**src/core/bcr_consts.svh**
```systemverilog
// Constants for the bridge configuration header register bank
`ifndef BCR_CONSTS_SVH
`define BCR_CONSTS_SVH

// Byte addresses on the register bus
`define BCR_OFS_STATUS 8'h04
`define BCR_OFS_CLASS 8'h08
`define BCR_OFS_CACHE 8'h0c
`define BCR_OFS_BUSNUM 8'h18
`define BCR_OFS_CTRL 8'h40

// Status field positions
`define BCR_BIT_CAPLIST 20
`define BCR_BIT_66MHZ 21
`define BCR_BIT_FB2B 23
`define BCR_BIT_MDPERR 24
`define BCR_BIT_DEVSEL_LO 25
`define BCR_BIT_STABORT 27
`define BCR_BIT_RTABORT 28
`define BCR_BIT_RMABORT 29
`define BCR_BIT_SSERR 30
`define BCR_BIT_DPERR 31

// Control field positions
`define BCR_BIT_PERR_RESP 6
`define BCR_BIT_SERR_EN 8

// Fixed read values and the largest legal cache line size
`define BCR_DEVSEL_MEDIUM 2'h1
`define BCR_BASE_CLASS 8'h06
`define BCR_SUB_CLASS 8'h04
`define BCR_PROG_IF 8'h00
`define BCR_HDR_TYPE 8'h01
`define BCR_CACHE_MAX 8'h10

// Reset values
`define BCR_RST_BYTE 8'h00
`define BCR_RST_FLAGS 6'h00

`endif

```
**src/core/bcr_pkg.sv**
```systemverilog
// Types shared by the bridge configuration header register bank
package bcr_pkg;

	// Events reported by the forwarding logic, each a one-cycle pulse
	typedef struct packed {
		logic mst_data_perr;   // Bridge as primary master saw a data parity error
		logic tgt_abort_sent;  // Bridge as target ended a cycle with target abort
		logic tgt_abort_rcvd;  // Bridge as master got a target abort
		logic mst_abort;       // Bridge as master got no response
		logic addr_perr;       // Address parity error seen on the primary
		logic data_perr;       // Data parity error seen on the primary
		logic serr_req;        // Forwarding logic wants the system error line
	} bcr_evt_t;

	// Sticky status flags, bits 31 down to 27, then bit 24
	typedef struct packed {
		logic dperr;
		logic sserr;
		logic rmabort;
		logic rtabort;
		logic stabort;
		logic mdperr;
	} bcr_flags_t;

endpackage

```
**src/core/bcr_regs.sv**
```systemverilog
// Primary-side configuration header registers of a two-port bridge, APB slave
`include "bcr_consts.svh"

module bcr_regs import bcr_pkg::*; #(
	parameter logic [7:0] REVISION = 8'h5a // Arbitrary value
) (
	input wire logic SYS_CLK_I,
	input wire logic SYS_RST_I,
	input wire logic PSEL_I,
	input wire logic PENABLE_I,
	input wire logic PWRITE_I,
	input wire logic [7:0] PADDR_I,
	input wire logic [31:0] PWDATA_I,
	input wire logic [3:0] PSTRB_I,
	output logic [31:0] PRDATA_O,
	output logic PREADY_O,
	output logic PSLVERR_O,
	input wire bcr_evt_t EVENTS_I,
	input wire logic FRAME_START_I,
	input wire logic XFER_ACTIVE_I,
	input wire logic [7:0] XFER_DWORD_I,
	output logic LINE_END_O,
	output logic [7:0] LINE_DWORDS_O,
	output logic LAT_EXPIRED_O,
	output logic [7:0] UPSTREAM_BUS_O,
	output logic [7:0] DOWNSTREAM_BUS_O,
	output logic PRI_SERR_OUT_O,
	output logic PRI_SERR_OUT_OE_N_O
);

	bcr_flags_t flags_r;
	bcr_flags_t flags_nxt;
	bcr_flags_t flags_set;
	bcr_flags_t flags_clr;
	logic [7:0] cache_r;
	logic [7:0] lat_r;
	logic [7:0] upbus_r;
	logic [7:0] downbus_r;
	logic perr_resp_r;
	logic serr_en_r;
	logic [7:0] lat_cnt_r;
	logic [7:0] lat_cnt_nxt;
	logic lat_exp_nxt;
	logic [31:0] prdata_r;
	logic [31:0] rdata;
	logic pready_r;
	logic pslverr_r;
	logic serr_r;
	logic serr_nxt;
	logic line_end_r;
	logic line_end_nxt;
	logic [7:0] line_dw_r;
	logic [7:0] line_dw_nxt;
	logic [7:0] cache_nxt;
	logic [7:0] lat_nxt;
	logic [7:0] upbus_nxt;
	logic [7:0] downbus_nxt;
	logic perr_resp_nxt;
	logic serr_en_nxt;
	logic pready_nxt;
	logic pslverr_nxt;
	logic [31:0] prdata_nxt;
	logic lat_exp_r;
	logic serr_data_r;

	// Register map, one aligned 32-bit word each:
	//   0x04 status: bits 31:27 and 24 sticky, write one to clear;
	//        bits 26:25, 23, 21 and 20 fixed; every other bit reads zero
	//   0x08 class code in bits 31:8, revision in bits 7:0, all read-only
	//   0x0c cache line size 7:0, latency timer 15:8, header type 23:16,
	//        top byte reads zero
	//   0x18 upstream bus number 7:0, downstream bus number 15:8
	//   0x40 response enables: bit 6 parity response, bit 8 system error
	// Any other address answers with an error and reads zero.
	// Accesses never wait: ready rises in the first access cycle, so the
	// master may place a new setup cycle right after it.
	// A hardware event and a software clear in one cycle keep the flag set,
	// so an error cannot slip past a clear that races with it.
	// Invalid cache sizes are stored as written but treated as no line;
	// software is trusted to program only legal sizes.

	// Bus phase decode
	wire logic setup_ph = PSEL_I & ~PENABLE_I;
	wire logic commit = PSEL_I & PENABLE_I & pready_r;
	wire logic wr_commit = commit & PWRITE_I;
	wire logic hit_status = (PADDR_I == `BCR_OFS_STATUS);
	wire logic hit_class = (PADDR_I == `BCR_OFS_CLASS);
	wire logic hit_cache = (PADDR_I == `BCR_OFS_CACHE);
	wire logic hit_busnum = (PADDR_I == `BCR_OFS_BUSNUM);
	wire logic hit_ctrl = (PADDR_I == `BCR_OFS_CTRL);
	wire logic mapped = hit_status | hit_class | hit_cache | hit_busnum | hit_ctrl;

	// Byte-lane write enables per register
	wire logic [3:0] wr_status = {4{wr_commit & hit_status}} & PSTRB_I;
	wire logic [3:0] wr_cache = {4{wr_commit & hit_cache}} & PSTRB_I;
	wire logic [3:0] wr_busnum = {4{wr_commit & hit_busnum}} & PSTRB_I;
	wire logic [3:0] wr_ctrl = {4{wr_commit & hit_ctrl}} & PSTRB_I;

	// Status word; hardwired bits and the sticky flags
	wire logic [15:0] status_hi = {
		flags_r.dperr,
		flags_r.sserr,
		flags_r.rmabort,
		flags_r.rtabort,
		flags_r.stabort,
		`BCR_DEVSEL_MEDIUM,
		flags_r.mdperr,
		1'b1,
		1'b0,
		1'b1,
		1'b1,
		4'h0
	};

	// Command low half is outside this bank, so the status word reads zero there
	wire logic [31:0] status_word = {status_hi, 16'h0000};
	wire logic [31:0] class_word = {`BCR_BASE_CLASS, `BCR_SUB_CLASS, `BCR_PROG_IF, REVISION};
	wire logic [31:0] cache_word = {8'h00, `BCR_HDR_TYPE, lat_r, cache_r};
	wire logic [31:0] busnum_word = {16'h0000, downbus_r, upbus_r};
	wire logic [31:0] ctrl_word = {23'h000000, serr_en_r, 1'b0, perr_resp_r, 6'h00};

	// Read data selection
	assign rdata = ({32{hit_status}} & status_word)
		| ({32{hit_class}} & class_word)
		| ({32{hit_cache}} & cache_word)
		| ({32{hit_busnum}} & busnum_word)
		| ({32{hit_ctrl}} & ctrl_word);

	// Address parity error escalates to system error only with parity response on
	wire logic serr_want = EVENTS_I.serr_req | (perr_resp_r & EVENTS_I.addr_perr);

	// Hardware set terms; they win over a clear in the same cycle
	assign flags_set.dperr = EVENTS_I.addr_perr | EVENTS_I.data_perr;
	assign flags_set.sserr = serr_nxt;
	assign flags_set.rmabort = EVENTS_I.mst_abort;
	assign flags_set.rtabort = EVENTS_I.tgt_abort_rcvd;
	assign flags_set.stabort = EVENTS_I.tgt_abort_sent;
	assign flags_set.mdperr = EVENTS_I.mst_data_perr & perr_resp_r;

	// Write-one-to-clear from status bits 31:27 and bit 24
	assign flags_clr = {PWDATA_I[31:27] & {5{wr_status[3]}}, PWDATA_I[24] & wr_status[3]};
	assign flags_nxt = (flags_r & ~flags_clr) | flags_set;

	// The line is driven only while enabled; otherwise released
	assign serr_nxt = serr_want & serr_en_r;

	// Only power-of-two sizes up to the maximum steer bursts; others act as no line
	wire logic cache_ok = (cache_r != 8'h00) && ((cache_r & (cache_r - 8'h01)) == 8'h00)
		&& (cache_r <= `BCR_CACHE_MAX);
	assign line_dw_nxt = cache_ok ? cache_r : 8'h00;
	// Last dword of a line: low address bits all ones within the line size
	assign line_end_nxt = cache_ok & XFER_ACTIVE_I
		& (((XFER_DWORD_I + 8'h01) & (cache_r - 8'h01)) == 8'h00);

	// Latency counter reloads on each frame start and runs down to zero
	assign lat_cnt_nxt = FRAME_START_I ? lat_r : ((lat_cnt_r != 8'h00) ? lat_cnt_r - 8'h01 : 8'h00);
	assign lat_exp_nxt = XFER_ACTIVE_I & ~FRAME_START_I & (lat_cnt_r == 8'h00);

	// Bus answer: one wait-free access phase after each setup cycle
	assign pready_nxt = setup_ph;
	assign pslverr_nxt = setup_ph & ~mapped;
	// Read data is captured at setup so it stands through the access phase and after
	assign prdata_nxt = (setup_ph & ~PWRITE_I) ? rdata : prdata_r;

	// Software-written fields, each updated only through its own byte lane
	assign cache_nxt = wr_cache[0] ? PWDATA_I[7:0] : cache_r;
	assign lat_nxt = wr_cache[1] ? PWDATA_I[15:8] : lat_r;
	assign upbus_nxt = wr_busnum[0] ? PWDATA_I[7:0] : upbus_r;
	assign downbus_nxt = wr_busnum[1] ? PWDATA_I[15:8] : downbus_r;
	// Enables live in an extra word, as the command half is outside this bank
	assign perr_resp_nxt = wr_ctrl[0] ? PWDATA_I[`BCR_BIT_PERR_RESP] : perr_resp_r;
	assign serr_en_nxt = wr_ctrl[1] ? PWDATA_I[`BCR_BIT_SERR_EN] : serr_en_r;

	// Ready flop
	always_ff @(posedge SYS_CLK_I) begin
		if (SYS_RST_I) begin
			pready_r <= 1'b0;
		end else begin
			pready_r <= pready_nxt;
		end
	end

	// Error answer flop, high only beside ready
	always_ff @(posedge SYS_CLK_I) begin
		if (SYS_RST_I) begin
			pslverr_r <= 1'b0;
		end else begin
			pslverr_r <= pslverr_nxt;
		end
	end

	// Read data holding register
	always_ff @(posedge SYS_CLK_I) begin
		if (SYS_RST_I) begin
			prdata_r <= 32'h00000000;
		end else begin
			prdata_r <= prdata_nxt;
		end
	end

	// One sticky flag per status bit; reset clears them all
	for (genvar g = 0; g < $bits(bcr_flags_t); g++) begin : gen_flag
		always_ff @(posedge SYS_CLK_I) begin
			if (SYS_RST_I) begin
				flags_r[g] <= 1'b0;
			end else begin
				flags_r[g] <= flags_nxt[g];
			end
		end
	end

	// Cache line size
	always_ff @(posedge SYS_CLK_I) begin
		if (SYS_RST_I) begin
			cache_r <= `BCR_RST_BYTE;
		end else begin
			cache_r <= cache_nxt;
		end
	end

	// Latency timer value
	always_ff @(posedge SYS_CLK_I) begin
		if (SYS_RST_I) begin
			lat_r <= `BCR_RST_BYTE;
		end else begin
			lat_r <= lat_nxt;
		end
	end

	// Upstream bus number
	always_ff @(posedge SYS_CLK_I) begin
		if (SYS_RST_I) begin
			upbus_r <= `BCR_RST_BYTE;
		end else begin
			upbus_r <= upbus_nxt;
		end
	end

	// Downstream bus number
	always_ff @(posedge SYS_CLK_I) begin
		if (SYS_RST_I) begin
			downbus_r <= `BCR_RST_BYTE;
		end else begin
			downbus_r <= downbus_nxt;
		end
	end

	// Parity response enable
	always_ff @(posedge SYS_CLK_I) begin
		if (SYS_RST_I) begin
			perr_resp_r <= 1'b0;
		end else begin
			perr_resp_r <= perr_resp_nxt;
		end
	end

	// System error driver enable
	always_ff @(posedge SYS_CLK_I) begin
		if (SYS_RST_I) begin
			serr_en_r <= 1'b0;
		end else begin
			serr_en_r <= serr_en_nxt;
		end
	end

	// Latency down-counter
	always_ff @(posedge SYS_CLK_I) begin
		if (SYS_RST_I) begin
			lat_cnt_r <= 8'h00;
		end else begin
			lat_cnt_r <= lat_cnt_nxt;
		end
	end

	// Line end strobe, one cycle late so the output comes from a flop
	always_ff @(posedge SYS_CLK_I) begin
		if (SYS_RST_I) begin
			line_end_r <= 1'b0;
		end else begin
			line_end_r <= line_end_nxt;
		end
	end

	// Valid line size seen by the burst logic
	always_ff @(posedge SYS_CLK_I) begin
		if (SYS_RST_I) begin
			line_dw_r <= 8'h00;
		end else begin
			line_dw_r <= line_dw_nxt;
		end
	end

	// System error drive, the same cycle its status flag sets
	always_ff @(posedge SYS_CLK_I) begin
		if (SYS_RST_I) begin
			serr_r <= 1'b0;
		end else begin
			serr_r <= serr_nxt;
		end
	end

	// Expiry flag
	always_ff @(posedge SYS_CLK_I) begin
		if (SYS_RST_I) begin
			lat_exp_r <= 1'b0;
		end else begin
			lat_exp_r <= lat_exp_nxt;
		end
	end

	// Open-drain data level; only the enable ever moves
	always_ff @(posedge SYS_CLK_I) begin
		if (SYS_RST_I) begin
			serr_data_r <= 1'b0;
		end else begin
			serr_data_r <= 1'b0;
		end
	end

	// Bus outputs
	assign PRDATA_O = prdata_r;
	assign PREADY_O = pready_r;
	assign PSLVERR_O = pslverr_r;
	// Burst helper outputs
	assign LINE_END_O = line_end_r;
	assign LINE_DWORDS_O = line_dw_r;
	assign LAT_EXPIRED_O = lat_exp_r;
	// Bus numbers for the forwarding decode
	assign UPSTREAM_BUS_O = upbus_r;
	assign DOWNSTREAM_BUS_O = downbus_r;
	// Open-drain line drives low while the active-low enable is low
	assign PRI_SERR_OUT_O = serr_data_r;
	assign PRI_SERR_OUT_OE_N_O = ~serr_r;

endmodule // bcr_regs

```
**config.mk**
```make
export PLATFORM = sky130hd
export DESIGN_NAME = bcr_regs
export DESIGN_NICKNAME = d
export VERILOG_FILES = /design/src/core/bcr_pkg.sv /design/src/core/bcr_regs.sv
export VERILOG_INCLUDE_DIRS = /design/src /design/src/core
export SDC_FILE = /design/constraint.sdc
export NUM_CORES = 1
export LEC_CHECK = 0
export BUFFER_PORTS_ARGS = -buffer_cell sky130_fd_sc_hd__buf_2
export CORE_UTILIZATION = 30
export DETAILED_ROUTE_END_ITERATION = 8
export PLACE_DENSITY = 0.55
export SLEW_MARGIN = 20
export SYNTH_ARGS = -nofsm -noshare
export SYNTH_HDL_FRONTEND = slang
export SYNTH_SLANG_ARGS = --single-unit
export TNS_END_PERCENT = 5
```
**constraint.sdc**
```tcl
create_clock -name SYS_CLK_I -period 6.8 [get_ports SYS_CLK_I]
set_input_delay 1.02 -clock SYS_CLK_I [delete_from_list [all_inputs] [get_ports SYS_CLK_I]]
set_output_delay 1.02 -clock SYS_CLK_I [all_outputs]
set_load 0.02 [all_outputs]
```
==> report_table.html <==
<table>
<tr><th>Metric</th><th>Value</th></tr>
<tr><th colspan="2">Timing</th></tr>
<tr><td>Worst setup skew after layout</td><td>10.56 ps</td></tr>
<tr><td>Finish-stage setup viols</td><td>0</td></tr>
<tr><td>Crit path time final</td><td>3112 ps</td></tr>
<tr><td>Max Freq</td><td>321.3 MHz</td></tr>
<tr><td>Fin crit share</td><td>between 40% and 50%</td></tr>
<tr><td>Max-slew violations</td><td>0</td></tr>
<tr><td>Slew margin rel.</td><td>44.09%</td></tr>
<tr><td>Slew @ Worst Pin</td><td>838.6 ps</td></tr>
<tr><td>Number of hold-slack violations in the final timing report</td><td>0</td></tr>
<tr><td>RSZ-0062 raised after global routing</td><td>false</td></tr>
<tr><td>Post-Route Setup TNS</td><td>0 ps</td></tr>
<tr><th colspan="2">Global route</th></tr>
<tr><td>Vias in the first global route</td><td>3193</td></tr>
<tr><td>Largest net degree at the start of global routing</td><td>76</td></tr>
<tr><td>First-pass GRT wire length</td><td>16170 microns</td></tr>
<tr><td>Overflow left after global routing</td><td>0</td></tr>
<tr><td>Met2 global-route usage</td><td>25.74%</td></tr>
<tr><td>Met1 usage</td><td>21.02%</td></tr>
<tr><td>Total global routing track utilization</td><td>~16%</td></tr>
<tr><td>Busiest metal layer after global routing</td><td>met2</td></tr>
<tr><td>Met3 Track Usage GR</td><td>roughly 2.8%</td></tr>
<tr><td>Number of antenna violations at the first check in global routing</td><td>0</td></tr>
<tr><th colspan="2">Clocking</th></tr>
<tr><td>Register clock-pin slew on the reported worst setup and hold paths</td><td>60 ps</td></tr>
<tr><td>Hold-fix buffer count after cts</td><td>0</td></tr>
<tr><td>CTS Root Cell</td><td>sky130_fd_sc_hd__clkbuf_16</td></tr>
<tr><td>Clock sink total</td><td>87</td></tr>
<tr><td>TritonCTS clock tree</td><td>built</td></tr>
<tr><td>Maximum level of the CTS H-tree</td><td>3</td></tr>
<tr><td>Clock Path Buffers</td><td>2</td></tr>
<tr><td>Number of buffers added by the clock tree synthesis step</td><td>9</td></tr>
<tr><td>Clk_lat worst skew</td><td>approximately 340 ps</td></tr>
<tr><td>Count of cells resized by post-cts repair</td><td>0</td></tr>
<tr><td>Setup repair bufs after CTS</td><td>0</td></tr>
<tr><th colspan="2">Setup path</th></tr>
<tr><td>Class of the most critical setup path</td><td>reg -&gt; reg</td></tr>
<tr><td>Critical-path top delay cell</td><td>sky130_fd_sc_hd__nor4_1</td></tr>
<tr><td>Library cell appearing most often on the critical path</td><td>sky130_fd_sc_hd__or3_1</td></tr>
<tr><td>Crit path DAT</td><td>3390 ps</td></tr>
<tr><td>Count of cell instances traversed by the critical path</td><td>8</td></tr>
<tr><td>CP endpoint kind</td><td>flip-flop</td></tr>
<tr><td>Critical Path, Cell by Cell</td><td>or3_1 &gt; or3_1 &gt; or3_1 &gt; ha_1 &gt; nor4_1 &gt; nand3_1 &gt; nor4_1 &gt; o2111a_1</td></tr>
<tr><td>Logic depth of the worst register-to-register path</td><td>8</td></tr>
<tr><td>Worst setup SP type</td><td>flip-flop</td></tr>
<tr><td>Slowest cell delay on critical path</td><td>640 ps</td></tr>
<tr><td>Data required time of the worst path</td><td>7080 ps</td></tr>
<tr><td>Top delay family on crit path</td><td>simple AND/OR/NAND/NOR gates</td></tr>
<tr><td>Maximum fanout encountered on the critical timing path</td><td>7</td></tr>
<tr><td>Bufs and invs on worst path</td><td>0</td></tr>
<tr><th colspan="2">Die</th></tr>
<tr><td>Num ports</td><td>~130</td></tr>
<tr><td>Area of the core</td><td>12110 sq um</td></tr>
<tr><td>FP Rows</td><td>40</td></tr>
<tr><td>Die area</td><td>12990 sq um</td></tr>
<tr><td>Die extent in y</td><td>114.0 microns</td></tr>
<tr><td>Starting density of the core</td><td>31.06%</td></tr>
<tr><td>DIE WIDTH</td><td>between 100 and 150 microns</td></tr>
<tr><th colspan="2">Hold path</th></tr>
<tr><td>Kind of path behind the tightest hold check</td><td>reg -&gt; reg</td></tr>
<tr><td>Cells on Worst Hold Path</td><td>2</td></tr>
<tr><th colspan="2">Detailed routing</th></tr>
<tr><td>DRT antenna net count</td><td>0</td></tr>
<tr><td>DRC Markers</td><td>0</td></tr>
<tr><td>Pre-antenna DRT Iters</td><td>5</td></tr>
<tr><td>Overall via count from detail_route</td><td>3512</td></tr>
<tr><td>WL/cell</td><td>approximately 15 microns</td></tr>
<tr><td>Number of DRC markers in iteration 0</td><td>195</td></tr>
<tr><td>Drt via density</td><td>4.940</td></tr>
<tr><td>Sum of routed wire length over all layers</td><td>10400 microns</td></tr>
<tr><th colspan="2">Cells and area</th></tr>
<tr><td># nets final</td><td>614</td></tr>
<tr><td>Ant. Diodes</td><td>0</td></tr>
<tr><td>Area growth, synth to finish</td><td>25.47%</td></tr>
<tr><td>Fraction of layout cells with a size suffix above 1</td><td>between 20% and 30%</td></tr>
<tr><th colspan="2">Synthesis</th></tr>
<tr><td>Library cell with the largest summed area after synthesis</td><td>sky130_fd_sc_hd__dfxtp_1</td></tr>
<tr><td>Number of synthesized flops with an enable pin</td><td>0</td></tr>
<tr><td>Xor and xnor area share after synthesis</td><td>under 10%</td></tr>
<tr><td>Synthesized-area fraction occupied by and/or/nand/nor cells</td><td>24.21%</td></tr>
<tr><td>Cell area after synthesis</td><td>approximately 3800 sq um</td></tr>
<tr><td>Post-synthesis compound-gate area fraction</td><td>16.49%</td></tr>
<tr><td>Main combinational cell family by area after synthesis</td><td>simple AND/OR/NAND/NOR gates</td></tr>
<tr><td>Count of yosys warnings during synthesis</td><td>0</td></tr>
<tr><td>Average size of a mapped cell</td><td>8.590 sq um</td></tr>
<tr><td>Number of different library cells in the post-synthesis netlist</td><td>52</td></tr>
<tr><td>Cell types occupying the most area after synthesis</td><td>sky130_fd_sc_hd__dfxtp_1 46%, sky130_fd_sc_hd__nand2_1 7.6%, sky130_fd_sc_hd__a21oi_1 5.7%, sky130_fd_sc_hd__nor2_1 3.9%, sky130_fd_sc_hd__ha_1 3.3%</td></tr>
<tr><td>Share of cell area taken by muxes after synthesis</td><td>about 1.1%</td></tr>
<tr><td>Adder and majority gate portion of the synthesized area</td><td>~3.3%</td></tr>
<tr><td>Share of synthesized registers carrying an async set or reset</td><td>0%</td></tr>
<tr><td>Part of the Yosys area used for sequential elements</td><td>between 40% and 50%</td></tr>
<tr><td>Primary FF master, synth</td><td>sky130_fd_sc_hd__dfxtp_1</td></tr>
<tr><td>Number of standard cells after synthesis</td><td>438</td></tr>
<tr><td>Flip-flop and latch count after synthesis</td><td>87</td></tr>
<tr><td>Top cell type's share of synthesized area</td><td>between 40% and 50%</td></tr>
<tr><th colspan="2">Pwr</th></tr>
<tr><td>Static leakage</td><td>0.002045 uW</td></tr>
<tr><td>Final total power</td><td>1318 uW</td></tr>
<tr><td>Peak supply drop</td><td>0.1070 mV</td></tr>
<tr><td>Pwr dens</td><td>279.3 nW/um^2</td></tr>
<tr><th colspan="2">Place</th></tr>
<tr><td>Count of input and output buffers</td><td>~110</td></tr>
<tr><td>GP Congestion</td><td>0.8327</td></tr>
<tr><td>Dpl hpwl</td><td>7268 microns</td></tr>
<tr><th colspan="2">Status</th></tr>
<tr><td>Status</td><td>completed</td></tr>
<tr><th colspan="2">Run</th></tr>
<tr><td>Max-cap violation count</td><td>0</td></tr>
</table>
synth_stat cells, drive strengths merged (3+ instances only):
cell type	n
buf	18
and4	4
a221oi	9
and2	5
mux2i	3
a211oi	8
or3	4
nor4b	3
xor2	6
o21a	3
xnor2	5
a21boi	4
nor3b	4
and3	8
a22oi	15
nor3	17
nand4	3
clkbuf	13
nor2b	3
dfxtp	87
a21oi	43
ha	10
nand2	76
o21ai	3
nor4	5
nand3	11
nor2	39
inv	13
cell type report:
type	instances	area, sq um
clock buffer	11	242.7
clock inverter	5	81.33
fill	1277	7391
inverter	13	48.80
multi-input combinational	313	1821
sequential	87	1742
tap	168	210.2
timing repair buffer	114	575.6
logic make-up after synthesis:
group / Yosys count
fa+ha+maj: 10
other cells: 1
flops: 87
buf+inv: 44
simple gates: 187
mux: 4
compound gates: 94
xor+xnor: 11
worst register-to-register path: cells and delay by family, from the launching register on:
kind	cells	cell delay (ps)
compound gates	1	290
fa+ha+maj	1	200
flops	1	380
simple gates	6	2190
layout by cell type (no fill, tap or decap), types with 3 or more instances in the layout:
master	instances
sky130_fd_sc_hd__a211oi_1	8
sky130_fd_sc_hd__a21boi_0	3
sky130_fd_sc_hd__a21oi_1	43
sky130_fd_sc_hd__a221oi_1	9
sky130_fd_sc_hd__a22oi_1	15
sky130_fd_sc_hd__and2_1	5
sky130_fd_sc_hd__and3_1	7
sky130_fd_sc_hd__buf_2	112
sky130_fd_sc_hd__clkbuf_16	9
sky130_fd_sc_hd__conb_1	7
sky130_fd_sc_hd__dfxtp_1	87
sky130_fd_sc_hd__ha_1	10
sky130_fd_sc_hd__inv_1	13
sky130_fd_sc_hd__mux2i_1	3
sky130_fd_sc_hd__nand2_1	76
sky130_fd_sc_hd__nand3_1	11
sky130_fd_sc_hd__nand4_1	3
sky130_fd_sc_hd__nor2_1	39
sky130_fd_sc_hd__nor2b_1	3
sky130_fd_sc_hd__nor3_1	16
sky130_fd_sc_hd__nor3b_1	4
sky130_fd_sc_hd__nor4_1	4
sky130_fd_sc_hd__nor4b_1	3
sky130_fd_sc_hd__o21a_1	3
sky130_fd_sc_hd__o21ai_0	3
sky130_fd_sc_hd__or3_1	4
sky130_fd_sc_hd__xnor2_1	5
sky130_fd_sc_hd__xor2_1	6
state kept, by name (all words and copies together) (netlist names), 6 cells and up:
signal	flops
UPSTREAM_BUS_O	8
DOWNSTREAM_BUS_O	8
lat_r	8
cache_r	8
flags_r	6
lat_cnt_r	8
LINE_DWORDS_O	8
PRDATA_O	26
through the flow:
step | hold WS (ps) | worst slack [ps] | util, % | instance area, sq um | instances
after floorplan | 444.6 | 4271 | - | 3785 | 444
final | 470.1 | 3688 | 38.98 | 4721 | 711
after global routing | 486.8 | 3542 | 38.98 | 4721 | 711
after CTS | 474.1 | 3716 | 38.98 | 4721 | 711
after detailed placement | 462.2 | 3603 | 36.30 | 4397 | 695
after global placement | 448.0 | 3618 | 36.30 | 4397 | 695
metal layers:
layer  share of wire [%]  vias up
met5                   0        -
met4                 2.0        0
met3                 5.8       16
met2                  46      127
met1                  46     1653
li1                    -     1716
worst paths after layout:
check                                                 startpoint                                to  slack, ps
worst max register to register           cache_r[0]$_SDFFE_PP0P_             LINE_END_O$_SDFF_PP0_       3690
worst min-delay path            DOWNSTREAM_BUS_O[1]$_SDFFE_PP0P_  DOWNSTREAM_BUS_O[1]$_SDFFE_PP0P_        470
worst max-delay path                     cache_r[0]$_SDFFE_PP0P_             LINE_END_O$_SDFF_PP0_       3690
worst min register to register  DOWNSTREAM_BUS_O[1]$_SDFFE_PP0P_  DOWNSTREAM_BUS_O[1]$_SDFFE_PP0P_        470
power breakdown:
part	internal, uW	total (uW)	switching [uW]
clock	332	539	207
sequential	536	557	20.5
combinational	96.8	222	126
total	965	1320	353
Power figures use the tool's default switching activity.
